**config.mk**
```make
export PLATFORM = sky130hd
export DESIGN_NAME = adc_control_register_bank
export DESIGN_NICKNAME = d
export VERILOG_FILES = /design/src/rtl/adc_ctrl_pkg.sv /design/src/rtl/adc_control_register_bank.sv
export SDC_FILE = /design/constraint.sdc
export NUM_CORES = 1
export LEC_CHECK = 0
export BUFFER_PORTS_ARGS = -buffer_cell sky130_fd_sc_hd__buf_2
export CORE_UTILIZATION = 50
export CTS_CLUSTER_DIAMETER = 200
export DETAILED_ROUTE_END_ITERATION = 10
export PLACE_DENSITY = 0.78
export SETUP_SLACK_MARGIN = 0.5
export SYNTH_ARGS = -nofsm -noshare
export SYNTH_HDL_FRONTEND = slang
export SYNTH_SLANG_ARGS = --single-unit
export TNS_END_PERCENT = 1
```
**constraint.sdc**
```tcl
create_clock -name i_clk -period 3 [get_ports i_clk]
set_input_delay 0.45 -clock i_clk [delete_from_list [all_inputs] [get_ports i_clk]]
set_output_delay 0.45 -clock i_clk [all_outputs]
set_load 0.02 [all_outputs]
```
**src/rtl/adc_ctrl_pkg.sv**
```systemverilog
package adc_ctrl_pkg;
	localparam logic [5:0] OFS_CONTROL_A = 6'h00;
	localparam logic [5:0] OFS_REFERENCE = 6'h01;
	localparam logic [5:0] OFS_AVERAGING = 6'h02;
	localparam logic [5:0] OFS_IENCLR  = 6'h16;
	localparam logic [5:0] OFS_IENSET  = 6'h17;
	localparam logic [5:0] OFS_IFLAG   = 6'h18;
	localparam logic [5:0] OFS_STATUS  = 6'h19;
	localparam logic [5:0] OFS_RESULT  = 6'h1A;
	localparam logic [5:0] OFS_WINLO   = 6'h1C;
	localparam logic [5:0] OFS_WINHI   = 6'h20;
	localparam logic [5:0] OFS_GAIN    = 6'h24;
	localparam logic [5:0] OFS_OFFS    = 6'h26;
	localparam logic [5:0] OFS_CAL     = 6'h28;
	localparam logic [5:0] OFS_DEBUG   = 6'h2A;
	localparam int BIT_SRST  = 0;
	localparam int BIT_ENA   = 1;
	localparam int BIT_STBY  = 2;
	localparam int BIT_COMP  = 7;
	localparam int BIT_BUSY  = 7;
	localparam int IRQ_DONE  = 0;
	localparam int IRQ_OVR   = 1;
	localparam int IRQ_WIN   = 2;
	localparam int IRQ_SYNC  = 3;
	localparam logic [7:0] MASK_CONTROL_A = 8'h07;
	localparam logic [7:0] MASK_REF   = 8'h8F;
	localparam logic [7:0] MASK_AVG   = 8'h7F;
	localparam logic [7:0] MASK_IRQ   = 8'h0F;
	localparam logic [7:0] MASK_12HI  = 8'h0F;
	localparam logic [7:0] MASK_CALHI = 8'h07;
	localparam logic [7:0] MASK_DEBUG = 8'h01;
	localparam logic [7:0] RESET_BYTE = 8'h00;
	localparam logic [3:0] REF_LAST   = 4'h4;
	localparam logic [2:0] SYNC_CYCLES = 3'h3;
	typedef struct packed
	{
		logic [3:0]  address;
		logic [3:0]  byteenable;
		logic        read;
		logic        write;
		logic [31:0] writedata;
	} bus_req_type;
	typedef struct packed
	{
		logic        ref_buffer_comp_enable;
		logic [3:0]  reference_select;
		logic        reference_valid;
		logic [2:0]  result_division_coeff;
		logic [3:0]  accumulate_count;
		logic        converter_run;
	} conv_cfg_type;
	typedef enum logic [1:0]
	{
		SYNC_IDLE  = 2'b00,
		SYNC_ENA   = 2'b01,
		SYNC_RESET = 2'b10
	} sync_state_type;
endpackage
```
**src/rtl/adc_control_register_bank.sv**
```systemverilog
// The implementer's own choice: the Avalon-MM interface to the registers.
`timescale 1ns/1ps
module adc_control_register_bank
(
	input  wire logic                       i_clk,
	input  wire logic                       i_rst,
	input  wire adc_ctrl_pkg::bus_req_type  i_bus,
	output logic [31:0]                     o_readdata,
	output logic                            o_waitrequest,
	input  wire logic                       i_write_guard,
	input  wire logic                       i_standby,
	input  wire logic                       i_result_valid,
	input  wire logic [15:0]                i_result,
	input  wire logic                       i_window_match,
	input  wire logic                       i_overrun,
	output adc_ctrl_pkg::conv_cfg_type      o_cfg,
	output logic                            o_enabled,
	output logic [15:0]                     o_win_lower,
	output logic [15:0]                     o_win_upper,
	output logic [15:0]                     o_gain_corr,
	output logic [15:0]                     o_offset_corr,
	output logic [15:0]                     o_calibration_reg,
	output logic                            o_debug_run,
	output logic                            o_irq
);
	import adc_ctrl_pkg::*;

	logic [7:0]     regs [0:47];
	logic           enabled;
	logic [2:0]     sync_count;
	sync_state_type sync_state;
	logic [7:0]     irq_enable;
	logic [7:0]     irq_flag;
	logic           busy;
	logic           sync_write;
	logic           bus_write;
	logic           srst_write;
	logic [7:0]     next_irq_flag;
	logic [7:0]     next_irq_enable;

	// Byte address of lane k within the addressed word.
	function automatic logic [5:0] lane_addr(input logic [3:0] word, input int k);
		lane_addr = {word, k[1:0]};
	endfunction

	// Writable bits of each offset; zero marks reserved bytes and read-only ones.
	function automatic logic [7:0] wmask(input logic [5:0] a);
		case (a)
			OFS_CONTROL_A:     wmask = MASK_CONTROL_A;
			OFS_REFERENCE:     wmask = MASK_REF;
			OFS_AVERAGING:     wmask = MASK_AVG;
			OFS_WINLO, OFS_WINHI, OFS_GAIN, OFS_OFFS, OFS_CAL:
				wmask = 8'hFF;
			OFS_WINLO + 6'h01, OFS_WINHI + 6'h01:
				wmask = 8'hFF;
			OFS_GAIN + 6'h01, OFS_OFFS + 6'h01:
				wmask = MASK_12HI;
			OFS_CAL + 6'h01:   wmask = MASK_CALHI;
			OFS_DEBUG:         wmask = MASK_DEBUG;
			default:           wmask = RESET_BYTE;
		endcase
	endfunction

	// Offsets that only take writes while the converter is off.
	function automatic logic enable_guarded(input logic [5:0] a);
		enable_guarded = (a == OFS_REFERENCE) || (a == OFS_AVERAGING)
			|| (a == OFS_CAL) || (a == OFS_CAL + 6'h01);
	endfunction

	// Offsets whose writes stall while a synchronization is in progress.
	function automatic logic synced(input logic [5:0] a);
		synced = (a == OFS_CONTROL_A) || (a[5:1] == OFS_WINLO[5:1])
			|| (a[5:1] == OFS_WINHI[5:1]);
	endfunction

	assign busy = (sync_state != SYNC_IDLE);

	always_comb
	begin
		sync_write = 1'b0;
		for (int k = 0; k < 4; k++)
		begin
			if (i_bus.byteenable[k] && synced(lane_addr(i_bus.address, k)))
				sync_write = 1'b1;
		end
	end

	assign o_waitrequest = i_bus.write && sync_write && busy;
	assign bus_write = i_bus.write && !o_waitrequest;
	assign srst_write = bus_write && i_bus.byteenable[0]
		&& (i_bus.address == 4'h0) && i_bus.writedata[BIT_SRST];

	// Register bytes; byte lanes written independently, whole access in one edge.
	always_ff @(posedge i_clk)
	begin
		if (i_rst)
		begin
			for (int i = 0; i < 48; i++)
			begin
				regs[i] <= RESET_BYTE;
			end
		end
		else if (sync_state == SYNC_RESET && sync_count == 3'h0)
		begin
			for (int i = 0; i < 48; i++)
			begin
				if (i != int'(OFS_DEBUG))
					regs[i] <= RESET_BYTE;
			end
		end
		// A guarded soft reset is dropped whole, so the reset bit can never stick at one.
		else if (srst_write && !i_write_guard)
			regs[OFS_CONTROL_A] <= 8'h01;
		else if (bus_write && !i_write_guard)
		begin
			for (int k = 0; k < 4; k++)
			begin
				if (i_bus.byteenable[k]
					&& !(enable_guarded(lane_addr(i_bus.address, k)) && enabled))
					regs[lane_addr(i_bus.address, k)] <=
						i_bus.writedata[8*k +: 8] & wmask(lane_addr(i_bus.address, k));
			end
		end
	end

	// Enable and soft reset cross into the converter over a fixed delay.
	always_ff @(posedge i_clk)
	begin
		if (i_rst)
		begin
			sync_state <= SYNC_IDLE;
			sync_count <= 3'h0;
		end
		else if (srst_write && !i_write_guard)
		begin
			sync_state <= SYNC_RESET;
			sync_count <= SYNC_CYCLES;
		end
		else if (bus_write && !i_write_guard && i_bus.byteenable[0]
			&& i_bus.address == 4'h0)
		begin
			sync_state <= SYNC_ENA;
			sync_count <= SYNC_CYCLES;
		end
		else
		begin
			case (sync_state)
				SYNC_IDLE: sync_count <= 3'h0;
				SYNC_ENA, SYNC_RESET:
				begin
					if (sync_count == 3'h0)
						sync_state <= SYNC_IDLE;
					else
						sync_count <= sync_count - 3'h1;
				end
				default: sync_state <= SYNC_IDLE;
			endcase
		end
	end

	always_ff @(posedge i_clk)
	begin
		if (i_rst)
			enabled <= 1'b0;
		else if (sync_state == SYNC_RESET)
			enabled <= 1'b0;
		else if (sync_state == SYNC_ENA && sync_count == 3'h0)
			enabled <= regs[OFS_CONTROL_A][BIT_ENA];
	end

	// Result capture; bus writes never reach it.
	logic [15:0] result;
	always_ff @(posedge i_clk)
	begin
		if (i_rst || (sync_state == SYNC_RESET && sync_count == 3'h0))
			result <= 16'h0000;
		else if (i_result_valid && o_cfg.converter_run)
			result <= i_result;
	end

	// Interrupt enables: set and clear registers share one state.
	// Both lanes of one word access are folded in, so neither half is lost.
	always_comb
	begin
		next_irq_enable = irq_enable;
		if (bus_write && !i_write_guard && !srst_write)
		begin
			for (int k = 0; k < 4; k++)
			begin
				if (i_bus.byteenable[k] && lane_addr(i_bus.address, k) == OFS_IENSET)
					next_irq_enable = next_irq_enable | (i_bus.writedata[8*k +: 8] & MASK_IRQ);
				if (i_bus.byteenable[k] && lane_addr(i_bus.address, k) == OFS_IENCLR)
					next_irq_enable = next_irq_enable & ~i_bus.writedata[8*k +: 8];
			end
		end
	end

	always_ff @(posedge i_clk)
	begin
		if (i_rst || (sync_state == SYNC_RESET && sync_count == 3'h0))
			irq_enable <= RESET_BYTE;
		else
			irq_enable <= next_irq_enable & MASK_IRQ;
	end

	// Set wins over a clear arriving in the same cycle, so no event is lost.
	always_comb
	begin
		next_irq_flag = irq_flag;
		if (bus_write && !srst_write)
		begin
			for (int k = 0; k < 4; k++)
			begin
				if (i_bus.byteenable[k] && lane_addr(i_bus.address, k) == OFS_IFLAG)
					next_irq_flag = next_irq_flag & ~i_bus.writedata[8*k +: 8];
			end
		end
		next_irq_flag[IRQ_DONE] = next_irq_flag[IRQ_DONE]
			| (i_result_valid && o_cfg.converter_run);
		next_irq_flag[IRQ_WIN] = next_irq_flag[IRQ_WIN]
			| (i_window_match && o_cfg.converter_run);
		next_irq_flag[IRQ_OVR] = next_irq_flag[IRQ_OVR]
			| (i_overrun && o_cfg.converter_run);
		next_irq_flag[IRQ_SYNC] = next_irq_flag[IRQ_SYNC]
			| (sync_state == SYNC_ENA && sync_count == 3'h0);
	end

	always_ff @(posedge i_clk)
	begin
		if (i_rst || (sync_state == SYNC_RESET && sync_count == 3'h0))
			irq_flag <= RESET_BYTE;
		else
			irq_flag <= next_irq_flag & MASK_IRQ;
	end

	assign o_irq = |(irq_flag & irq_enable);

	// Read data combinational; every read is answered in the cycle it is seen.
	function automatic logic [7:0] read_byte(input logic [5:0] a);
		case (a)
			OFS_IENCLR, OFS_IENSET: read_byte = irq_enable;
			OFS_IFLAG:              read_byte = irq_flag;
			OFS_STATUS:             read_byte = {busy, 7'h00};
			OFS_RESULT:             read_byte = result[7:0];
			OFS_RESULT + 6'h01:     read_byte = result[15:8];
			default:                read_byte = regs[a] & wmask(a);
		endcase
	endfunction

	always_comb
	begin
		o_readdata = 32'h00000000;
		for (int k = 0; k < 4; k++)
		begin
			if (i_bus.byteenable[k])
				o_readdata[8*k +: 8] = read_byte(lane_addr(i_bus.address, k));
		end
	end

	assign o_enabled = enabled;
	assign o_cfg.ref_buffer_comp_enable = regs[OFS_REFERENCE][BIT_COMP];
	assign o_cfg.reference_select = regs[OFS_REFERENCE][3:0];
	assign o_cfg.reference_valid = regs[OFS_REFERENCE][3:0] <= REF_LAST;
	assign o_cfg.result_division_coeff = regs[OFS_AVERAGING][6:4];
	assign o_cfg.accumulate_count = regs[OFS_AVERAGING][3:0];
	assign o_cfg.converter_run = enabled
		&& (!i_standby || regs[OFS_CONTROL_A][BIT_STBY]);
	assign o_win_lower = {regs[OFS_WINLO + 6'h01], regs[OFS_WINLO]};
	assign o_win_upper = {regs[OFS_WINHI + 6'h01], regs[OFS_WINHI]};
	assign o_gain_corr = {regs[OFS_GAIN + 6'h01], regs[OFS_GAIN]};
	assign o_offset_corr = {regs[OFS_OFFS + 6'h01], regs[OFS_OFFS]};
	assign o_calibration_reg = {regs[OFS_CAL + 6'h01], regs[OFS_CAL]};
	assign o_debug_run = regs[OFS_DEBUG][0];

	irq_level_a: assert property (@(posedge i_clk) disable iff (i_rst)
		(|(irq_flag & irq_enable)) |-> o_irq)
		else $error("interrupt not raised");
	flag_clear_a: assert property (@(posedge i_clk) disable iff (i_rst)
		bus_write && i_bus.address == 4'h6 && i_bus.byteenable[0]
		&& i_bus.writedata[IRQ_DONE] && !i_result_valid
		&& !(sync_state == SYNC_RESET) |=> !irq_flag[IRQ_DONE])
		else $error("flag not cleared");
	stall_busy_a: assert property (@(posedge i_clk) disable iff (i_rst)
		busy && i_bus.write && i_bus.address == 4'h0 && i_bus.byteenable[0]
		|-> o_waitrequest)
		else $error("no stall while busy");

	srst_read_a: assert property (@(posedge i_clk) disable iff (i_rst)
		srst_write && !i_write_guard |=> regs[OFS_CONTROL_A] == 8'h01 && busy)
		else $error("soft reset not shown");

	srst_done_a: assert property (@(posedge i_clk) disable iff (i_rst)
		srst_write && !i_write_guard |=> ##4 (!busy && !enabled
		&& regs[OFS_CONTROL_A] == 8'h00))
		else $error("soft reset did not complete");

	ena_delay_a: assert property (@(posedge i_clk) disable iff (i_rst)
		bus_write && !i_write_guard && !srst_write && i_bus.address == 4'h0
		&& i_bus.byteenable[0] && !i_bus.writedata[BIT_SRST] && i_bus.writedata[BIT_ENA]
		##1 (sync_state == SYNC_ENA)[*4] |=> enabled)
		else $error("enable not applied");

	guard_hold_a: assert property (@(posedge i_clk) disable iff (i_rst)
		i_write_guard && !busy |=> $stable(regs[OFS_REFERENCE]))
		else $error("guarded write took effect");

	guard_ctrl_a: assert property (@(posedge i_clk) disable iff (i_rst)
		i_write_guard && sync_state == SYNC_IDLE |=> $stable(regs[OFS_CONTROL_A]))
		else $error("guarded control write took effect");

	result_ro_a: assert property (@(posedge i_clk) disable iff (i_rst)
		!i_result_valid && !busy |=> $stable(result))
		else $error("result changed");

	result_load_a: assert property (@(posedge i_clk) disable iff (i_rst)
		i_result_valid && o_cfg.converter_run && sync_state != SYNC_RESET
		|=> result == $past(i_result))
		else $error("result not captured");

	enguard_a: assert property (@(posedge i_clk) disable iff (i_rst)
		enabled && !busy |=> $stable(regs[OFS_AVERAGING]))
		else $error("enable guarded write accepted");

	run_gate_a: assert property (@(posedge i_clk) disable iff (i_rst)
		i_standby && !regs[OFS_CONTROL_A][BIT_STBY] |-> !o_cfg.converter_run)
		else $error("runs in standby");

	srst_zero_a: assert property (@(posedge i_clk) disable iff (i_rst)
		bus_write && !i_write_guard && i_bus.address == 4'h0 && i_bus.byteenable[0]
		&& !i_bus.writedata[BIT_SRST] |=> sync_state == SYNC_ENA)
		else $error("zero soft reset acted");

	srst_discard_a: assert property (@(posedge i_clk) disable iff (i_rst)
		srst_write && !i_write_guard
		|=> !regs[OFS_CONTROL_A][BIT_ENA] && !regs[OFS_CONTROL_A][BIT_STBY])
		else $error("soft reset kept other bits");

	enable_readback_a: assert property (@(posedge i_clk) disable iff (i_rst)
		bus_write && !i_write_guard && i_bus.address == 4'h0 && i_bus.byteenable[0]
		&& !i_bus.writedata[BIT_SRST]
		|=> regs[OFS_CONTROL_A][BIT_ENA] == $past(i_bus.writedata[BIT_ENA]))
		else $error("enable not read back");

	busy_set_a: assert property (@(posedge i_clk) disable iff (i_rst)
		bus_write && !i_write_guard && i_bus.address == 4'h0 && i_bus.byteenable[0]
		|=> busy)
		else $error("busy not set");

	enable_hold_a: assert property (@(posedge i_clk) disable iff (i_rst)
		sync_state == SYNC_IDLE |=> $stable(enabled))
		else $error("enable changed without sync");

	debug_keep_a: assert property (@(posedge i_clk) disable iff (i_rst)
		sync_state == SYNC_RESET && sync_count == 3'h0
		|=> $stable(regs[OFS_DEBUG]))
		else $error("debug control lost on soft reset");

	stall_free_a: assert property (@(posedge i_clk) disable iff (i_rst)
		!busy |-> !o_waitrequest)
		else $error("stall while idle");

	flag_set_a: assert property (@(posedge i_clk) disable iff (i_rst)
		i_result_valid && o_cfg.converter_run && sync_state != SYNC_RESET
		|=> irq_flag[IRQ_DONE])
		else $error("done flag not set");

	reserved_bits_a: assert property (@(posedge i_clk) disable iff (i_rst)
		regs[OFS_REFERENCE][6:4] == 3'h0 && !regs[OFS_AVERAGING][7]
		&& regs[OFS_CONTROL_A][7:3] == 5'h00)
		else $error("reserved bit set");

	cover_srst_c: cover property (@(posedge i_clk) srst_write);
	cover_stall_c: cover property (@(posedge i_clk) o_waitrequest);
	cover_irq_c: cover property (@(posedge i_clk) o_irq);
	cover_enable_c: cover property (@(posedge i_clk)
		sync_state == SYNC_ENA && sync_count == 3'h0);
	cover_guard_c: cover property (@(posedge i_clk)
		i_write_guard && bus_write);
endmodule // adc_control_register_bank

```
## Yosys cells after proc, flatten, opt, wreduce, memory -nomap -nowiden

Memory sizes are Yosys's and may differ from the RTL's.
Index checks and enable logic that the tools add are counted.

| word-level totals | value |
|---|---|
| register bits | 34 |
| bits in writable memories | 384 |
| word-level logic and storage cells | 305 |
| memories kept | 1 |

| cells by class | value |
|---|---|
| add/sub/neg operators | 1 |
| magnitude comparators | 1 |
| eq/ne operators | 14 |
| multiplexer cells | 149 |
| bitwise gates (word level) | 66 |
| reductions and logical operators | 64 |

Memories:

| name | words | width | read ports | clocked after memory_dff | write ports | RTL line | RTL |
|---|---|---|---|---|---|---|---|
| regs | 48 | 8 | 18 | 0 | 48 | adc_control_register_bank.sv:28 | `logic [7:0] regs [0:47];` |

Operators with widths:

| operator | count |
|---|---|
| two-way mux 8 bit | 90 |
| bitwise AND 8 bit | 9 |
| bitwise OR 1 bit | 52 |
| case mux 8 bit (2 select lines) | 3 |
| OR reduction 8 bit | 5 |
| two-way mux 1 bit | 39 |
| case mux 8 bit (4 select lines) | 1 |
| logical AND 1 bit | 29 |
| two-way mux 6 bit | 4 |
| case mux 8 bit (3 select lines) | 1 |
| == test 4 x 3 -> 1 bit, second input constant | 3 |
| == test 4 bit, second input constant | 3 |
| two-way mux 4 bit | 3 |
| two-way mux 2 bit | 5 |
| OR reduction 2 bit | 5 |
| bitwise AND 4 x 8 -> 8 bit | 1 |
| != test 4 bit, second input constant | 2 |
| inverter 8 bit | 1 |
| bitwise OR 8 x 4 -> 8 bit | 1 |
| AND reduction 2 bit | 4 |
| logical NOT 1 bit | 7 |
| logical OR 1 bit | 6 |
| != test 3 bit, second input constant | 2 |
| case mux 3 bit (2 select lines) | 1 |
| 16 further kinds | 18 |

## Logic depth before layout (Yosys ltp)

Gate-level depths: netlist (run 1).

| logic depth | value |
|---|---|
| depth in word-level cells | 21 |
| depth in mapped cells | 8 |
| mapped depth without buffers | 6 |

## Least setup slack after synthesis (run 1)

No wires, ideal clock.

| timing | value |
|---|---|
| path kind | in2reg |
| start point | input port i_bus[38] (netlist name) |
| end point | memory regs[2][0] (netlist: regs[1][0]) (enable) |
| arrival | 2.299 ns |
| required time | 2.602 ns |
| path slack | 0.303 ns |
| stages on the path | 6 |
| path buffers | 2 |
| cells stage by stage | buf_4 > and4b_1 > clkbuf_1 > o21ai_2 > a21oi_2 > o41ai_1 |

RTL lines:

| item | RTL line | RTL |
|---|---|---|
| start, declared | adc_control_register_bank.sv:7 | `input wire adc_ctrl_pkg::bus_req_type i_bus,` |
| end, declared | adc_control_register_bank.sv:28 |  |

## Final worst setup path (run 1)

| timing | value |
|---|---|
| start point | input port i_bus[40] (netlist name) |
| end point | output port o_readdata[6] |

| between the ends | value |
|---|---|
| word-level cells in the longest chain between the ends | 8 |
| elaborated cells on any way between the ends | 14 |

RTL lines:

| item | RTL line | RTL |
|---|---|---|
| == test 4 x 3 -> 1 bit / == test 4 bit (equally long branches) | adc_control_register_bank.sv:48 | `case (a)` |
| OR reduction 4 bit | adc_control_register_bank.sv:48 |  |
| case mux 8 bit (2 select lines) | adc_control_register_bank.sv:48 |  |
| two-way mux 8 bit | adc_control_register_bank.sv:240 | `case (a)` |
| two-way mux 8 bit | adc_control_register_bank.sv:255 | `if (i_bus.byteenable[k])` |
| bitwise AND 8 bit | adc_control_register_bank.sv:246 | `default: read_byte = regs[a] & wmask(a);` |
| two-way mux 8 bit * | adc_control_register_bank.sv:240 |  |
| two-way mux 8 bit * | adc_control_register_bank.sv:255 |  |
| end, declared | adc_control_register_bank.sv:8 | `output logic [31:0] o_readdata,` |

Every way passes the cells marked *; elsewhere a longest branch is shown, timed or not. The select of a mux whose other input is x is not followed.

==> metrics.txt, run 1 <==
part of the cycle the worst path needs 86.5%; # IOs 195; GRT Total Usage 27.7%; Pwr Total 0.00820 W; MaxCap Viol Count 0; crit path max-delay cell type and4b_2; EDFF count, synth 230; design area 0.0147 mm²; Hold Violations, Final 0; FMAX 385 MHz; Worst-Skew Late Latency 540 ps; DRT Pass-1 Iters 5; outcome completed; clk buf depth 3; Worst Setup Path Type primary input to output port; Worst VDD drop 426 µV; maximum fanout along the worst path 17; WL final 33400 µm; Remaining DRCs 0; largest net degree at the start of global routing 25; die area 0.0243 mm²; Synth async-reset ratio 0%; width of the die 156 µm; TritonCTS Sinks 260; PwrDens 558 mW/mm²; Cell Count, Final, Fillers Out 1518; CP most frequent cell buf_2; WL per Instance 22.0 µm; Final TNS setup 0 ps; post-synthesis cell area 0.0118 mm²; Core Area 0.0229 mm²; Rel. slew slack 34.8%; sequential fraction of the synthesis area 63.4%; vias in the first global route 8616; synth-to-layout area growth 24.1%; CTS tree yes; Root Driver clkbuf_16; CP cell instances buf_2 > and4b_2 > a21o_1 > nand3_1 > a21oi_2 > buf_2; Max Slew Vio Count 0; dpl cell area 0.0137 mm²; Hold Crit Class primary input to flip-flop; Routed Antenna Nets 0; Setup-failing EPs final 0; DR iter-0 viols 1055; CTS hold repair buffers 0; CTS H-tree lvls 1; Tmin final 2590 ps; Pleak 5.76 nW; element type at the critical path end output port; first-pass GRT wire length 49900 µm; clk_skew 8.40 ps; worst slew pin tran 967 ps; Crit path largest cell delay 390 ps; CTS buffer count 26; placed cells 1462; Synth warnings 0; # port buffers 185; Mapped Cells 868; Nets 1254; WHS 161 ps; routed via count 8881; Top FF cell, synth edfxtp_1; Placer Congestion 0.943; initial antenna violation count 2; hpwl dp 24300 µm; share of cells above drive strength 1 31.5%; vias per cell 5.85; grt total ovfl 0; height of the chip 156 µm; CP Launch Type primary input; FF+latch count, synth 260; CP Data Required Time 2550 ps; arrival time worst endpoint 2140 ps; Initial Util 51.7%; RSZ-0062 raised after global routing true; row count 55; Mean Syn Cell Area 13.6 µm²; Synth cell types 66; Worst-path clk slew 60 ps
[where the power goes]
group,internal (W),switching (W),total (W)
clock,0.00190,0.00138,0.00328
combinational,0.000290,0.000494,0.000784
sequential,0.00408,0.0000573,0.00413
total,0.00626,0.00193,0.00820
[critical path, delay by kind of cell]
| kind | cells | cell delay [ps] |
|---|---|---|
| compound gates | 2 | 530 |
| buf+inv | 2 | 490 |
| simple gates | 2 | 660 |
[synthesized netlist by cell type (7+ instances only)]
library cell | number | area share [%]
o21ai_0 | 33 | 1.4
nor3_1 | 36 | 1.5
nand2_1 | 67 | 2.1
mux4_2 | 46 | 8.7
and2_1 | 17 | 0.90
nor2b_1 | 16 | 0.85
buf_2 | 17 | 0.72
a22oi_1 | 32 | 2.0
edfxtp_1 | 230 | 58
mux2i_1 | 13 | 1.1
a21oi_1 | 44 | 1.9
o211ai_1 | 8 | 0.51
nor2_1 | 53 | 1.7
nand3_1 | 24 | 1.0
and3_1 | 7 | 0.37
dfxtp_1 | 30 | 5.1
nor4_1 | 15 | 0.79
inv_1 | 25 | 0.79
buf_4 | 29 | 1.8
clkbuf_1 | 23 | 0.73
[metal layers]
metal | vias to the layer above | global-route usage, % | wire length (µm)
met5 | - | 0 | 0
met2 | 602 | 44.6 | 16000
met1 | 4314 | 37.5 | 12500
met3 | 121 | 4.36 | 3370
li1 | 3844 | - | -
met4 | 0 | 12.0 | 1520
[per-stage QoR]
| stage | setup WS, ps | util (%) |
|---|---|---|
| floorplan | 303 | - |
| global placement | 227 | 59.6 |
| detailed placement | 163 | 59.6 |
| CTS | 463 | 64.1 |
| global route | 371 | 64.1 |
| finish | 406 | 64.1 |
[final timing paths]
kind,startpoint,end,slack [ps],cells after the start
max,i_bus[40],o_readdata[6],410,6
min,i_result[15],result[15]$_SDFFE_PP0P_,160,3
max reg2reg,sync_count[0]$_SDFFE_PP0P_,regs[18][6]$_SDFFCE_PN0P_,460,8
min reg2reg,result[6]$_SDFFE_PP0P_,result[6]$_SDFFE_PP0P_,460,2
[logic make-up (layout without fill, tap and decap cells)]
kind of cell,Yosys count,after routing,synth area share (%)
AND/OR/NAND/NOR,274,274,12.2
flip-flops,260,260,63.4
buffers and inverters,106,331,4.85
adder cells (fa/ha/maj),6,6,0.634
multiplexers,61,61,10.0
other,1,113,0.0317
AO/OA/AOI/OAI,160,160,8.85
[flip-flops by register name (all words and copies together) (netlist names)]
| signal | flops |
|---|---|
| result | 16 |
| irq_enable | 4 |
| regs | 230 |
| sync_count | 3 |
| sync_state | 2 |
| irq_flag | 4 |
| o_enabled | 1 |
[placed cells by master, fill, tap and decap left out, types with 3 or more instances in the layout]
cell type and count:
a21boi_0 5, a21o_1 4, a21oi_1 39, a21oi_2 5, a222oi_1 3, a22o_1 4, a22oi_1 32, a31oi_1 3
and2_1 17, and3_1 7, buf_2 182, buf_4 67, buf_6 4, bufinv_16 3, clkbuf_16 26, clkinv_1 3
clkinv_2 9, conb_1 111, dfxtp_1 30, edfxtp_1 230, ha_1 5, inv_1 25, mux2i_1 13, mux4_2 46
nand2_1 67, nand2b_1 4, nand3_1 24, nand4_1 6, nand4_2 3, nor2_1 53, nor2b_1 15, nor3_1 36
nor3b_1 3, nor4_1 15, o211ai_1 8, o21a_1 3, o21ai_0 33, o22ai_1 4
[cell type report]
cell class | count | area, µm²
inverters | 25 | 93.8
well taps | 313 | 392
clock inverters | 18 | 179
multi-input cells | 612 | 4240
clock buffers | 30 | 686
diodes | 2 | 5.00
flip-flops and latches | 260 | 7510
fillers | 1677 | 8220
repair buffers | 258 | 1590
[what timing repair did]
item / 4_1_cts / 5_1_grt
pin swaps: 1 / 0
resized for setup: 15 / 1
setup endpoints to repair: 15 / 75
cloned: 2 / 0
buffers inserted: 4 / 0
Power figures use the tool's default switching activity.
==> inputs of run 2 (changes only) <==
==> constraint.sdc (replaced) <==
create_clock -name i_clk -period 3 [get_ports i_clk]
set_input_delay 0.3 -clock i_clk [delete_from_list [all_inputs] [get_ports i_clk]]
set_output_delay 0.3 -clock i_clk [all_outputs]
set_load 0.02 [all_outputs]
==> run 2 against run 1 <==
Effect of this change: combinational power shrank 4.5%; worst setup slack improved by 34 ps; power fell by 1.8%; design area down 1.4%; global-route usage is 1.2 points lower; clock skew grew 7.0 ps; wire length shrank 3.6%; die area stayed put; sequential power about the same; sequential share of layout area grew 0.74 points.
==> metrics.txt, run 2 (synthesis results as in run 1) <==
crit path max-delay cell type a221oi_4; first-pass GRT wire length 47800 µm (-4.1%); most common cell after layout, fill and taps aside edfxtp_1; clk buf depth 3 (unchanged); WL final 32200 µm (-3.6%); Remaining DRCs 0 (unchanged); CTS H-tree lvls 1 (unchanged); width of the die 156 µm (unchanged); height of the chip 156 µm (unchanged); row count 55 (unchanged); DRT Pass-1 Iters 6 (+1); part of the cycle the worst path needs 85.3% (-1.1 points); Placer Congestion 0.941 (-0.17%); share of cells above drive strength 1 30.4% (-1.1 points); routed via count 8725 (-1.8%); design area 0.0145 mm² (-1.4%); # IOs 195 (unchanged); synth-to-layout area growth 22.3%; # port buffers 185 (unchanged); Initial Util 51.7% (unchanged); CTS tree yes; Final TNS setup 0 ps (unchanged); Nets 1251 (-0.24%); utilization after layout 63.2% (-0.91 points); Rel. slew slack 36.5% (+1.7 points); CP Data Required Time 3250 ps (+700 ps); PwrDens 556 mW/mm² (-0.42%); Logic pwr share 9.3% (-0.3 points); clk_skew 15.4 ps (+6.98 ps); switching part of the total 23.3% (-0.27 points); max reg flops 230 (unchanged); vias in the first global route 8350 (-3.1%); CTS hold repair buffers 0 (unchanged); Max Slew Vio Count 0 (unchanged); Core Area 0.0229 mm² (unchanged); Int Pwr 0.00617 W (-1.5%); clock power share 39.4% (-0.6 points); Pwr Total 0.00805 W (-1.8%); grt total ovfl 0 (unchanged); CTS buffer count 27 (+3.8%); dpl cell area 0.0136 mm² (-0.24%); Tmin final 2560 ps (-33.8 ps); MaxCap Viol Count 0 (unchanged); Setup-failing EPs final 0 (unchanged); Biggest register regs; Filler cells 1750 (+4.4%); largest net degree at the start of global routing 33 (+32%); biggest registers after layout regs: 230 flops, result: 16 flops; Worst VDD drop 486 µV (+14%); die area 0.0243 mm² (unchanged); worst slew pin tran 942 ps (-24.6 ps); Hold Violations, Final 0 (unchanged); sequential share of power 51.3% (+0.9 points); Worst Setup Path Type flip-flop to flip-flop; TritonCTS Sinks 260 (unchanged); Worst-path clk slew 60 ps (about the same); hpwl dp 24100 µm (-0.84%); vias per cell 5.77 (-1.4%); DR iter-0 viols 1042 (-1.2%); Worst-Skew Late Latency 540 ps (about the same); Crit path largest cell delay 580 ps (+190 ps); CP Launch Type flip-flop; initial antenna violation count 1 (-1); outcome completed; element type at the critical path end flip-flop; Routed Antenna Nets 0 (unchanged); Root Driver clkbuf_16; WHS 15.1 ps (-146 ps); arrival time worst endpoint 2810 ps (+670 ps); Psw 0.00188 W (-3.0%); WL per Instance 21.3 µm (-3.3%); CP cell instances inv_1 > ha_1 > nor2b_1 > a221oi_4 > nand3_2 > o21ai_1 > buf_4; maximum fanout along the worst path 9 (-8); highest-count cells in the layout ignoring fill and taps 230 x edfxtp_1, 183 x buf_2, 111 x conb_1; Hold Crit Class primary input to flip-flop; RSZ-0062 raised after global routing true; FMAX 391 MHz (+1.3%); Pleak 5.66 nW (-1.8%); GRT Total Usage 26.6% (-1.2 points)
==> run 2: cell count changes in the layout (fill, tap and decap cells not counted), moves of 3 or more <==
cell	delta
clkbuf_1	+5
nor2_2	+3
a21oi_2	-3
nor2_1	-3
a21oi_1	+4
==> run 2: power groups by stage <==
| stage | sequential [W] | clock [W] | combinational (W) |
|---|---|---|---|
| after floorplan | 0.00424 | 0 | 0.000410 |
| after global placement | 0.00420 | 0 | 0.000718 |
| after detailed placement | 0.00421 | 0 | 0.000731 |
| after CTS | 0.00413 | 0.00320 | 0.000733 |
| after global routing | 0.00414 | 0.00334 | 0.000794 |
| final | 0.00413 | 0.00317 | 0.000749 |
==> run 2: timing repair <==
| item | CTS | global route |
|---|---|---|
| setup endpoints to repair | 32 | 116 |
| gates resized for setup | 2 | 4 |
| buffers inserted | 1 | 1 |
| hold endpoints to repair | 0 | 0 |
| gates cloned | 0 | 0 |
| pin swaps | 0 | 1 |
==> run 2: through the flow <==
| step | cells | setup slack, ps |
|---|---|---|
| finish | 1513 | 440 |
| detailed placement | 1462 | 359 |
| global placement | 1462 | 370 |
| floorplan | 978 | 385 |
| global route | 1513 | 358 |
| CTS | 1511 | 413 |
==> run 2: layout make-up <==
cell class	instances	area [µm²]	area share [%]
Inverter	25	93.8	0.648
Sequential cell	260	7510	51.8
Tap cell	313	392	2.70
Multi-Input combinational cell	612	4190	29.0
Antenna cell	1	2.50	0.0173
Clock buffer	34	702	4.85
Timing Repair Buffer	254	1470	10.1
Clock inverter	14	126	0.872
==> run 2: worst max-delay path, delay by kind of cell (launching register included) <==
family                   cells  cell delay, ps
buffers and inverters        2             280
AND/OR/NAND/NOR              2             490
flip-flops                   1             350
AO/OA/AOI/OAI                2             940
adder cells (fa/ha/maj)      1             200
==> run 2: worst paths after layout <==
path | startpoint | end | slack [ps] | cells after the start
hold / removal | i_result[12] | result[12]$_SDFFE_PP0P_ | 20 | 3
setup / recovery | sync_count[0]$_SDFFE_PP0P_ | regs[14][4]$_SDFFCE_PN0P_ | 440 | 7
setup reg to reg | sync_count[0]$_SDFFE_PP0P_ | regs[14][4]$_SDFFCE_PN0P_ | 440 | 7
hold reg to reg | result[12]$_SDFFE_PP0P_ | result[12]$_SDFFE_PP0P_ | 450 | 2
==> run 2: layer usage <==
layer,part of all wire [%],track usage (%)
met2,48,41.5
met1,37,36.3
met5,0,0
met4,4.9,12.7
met3,10,4.61
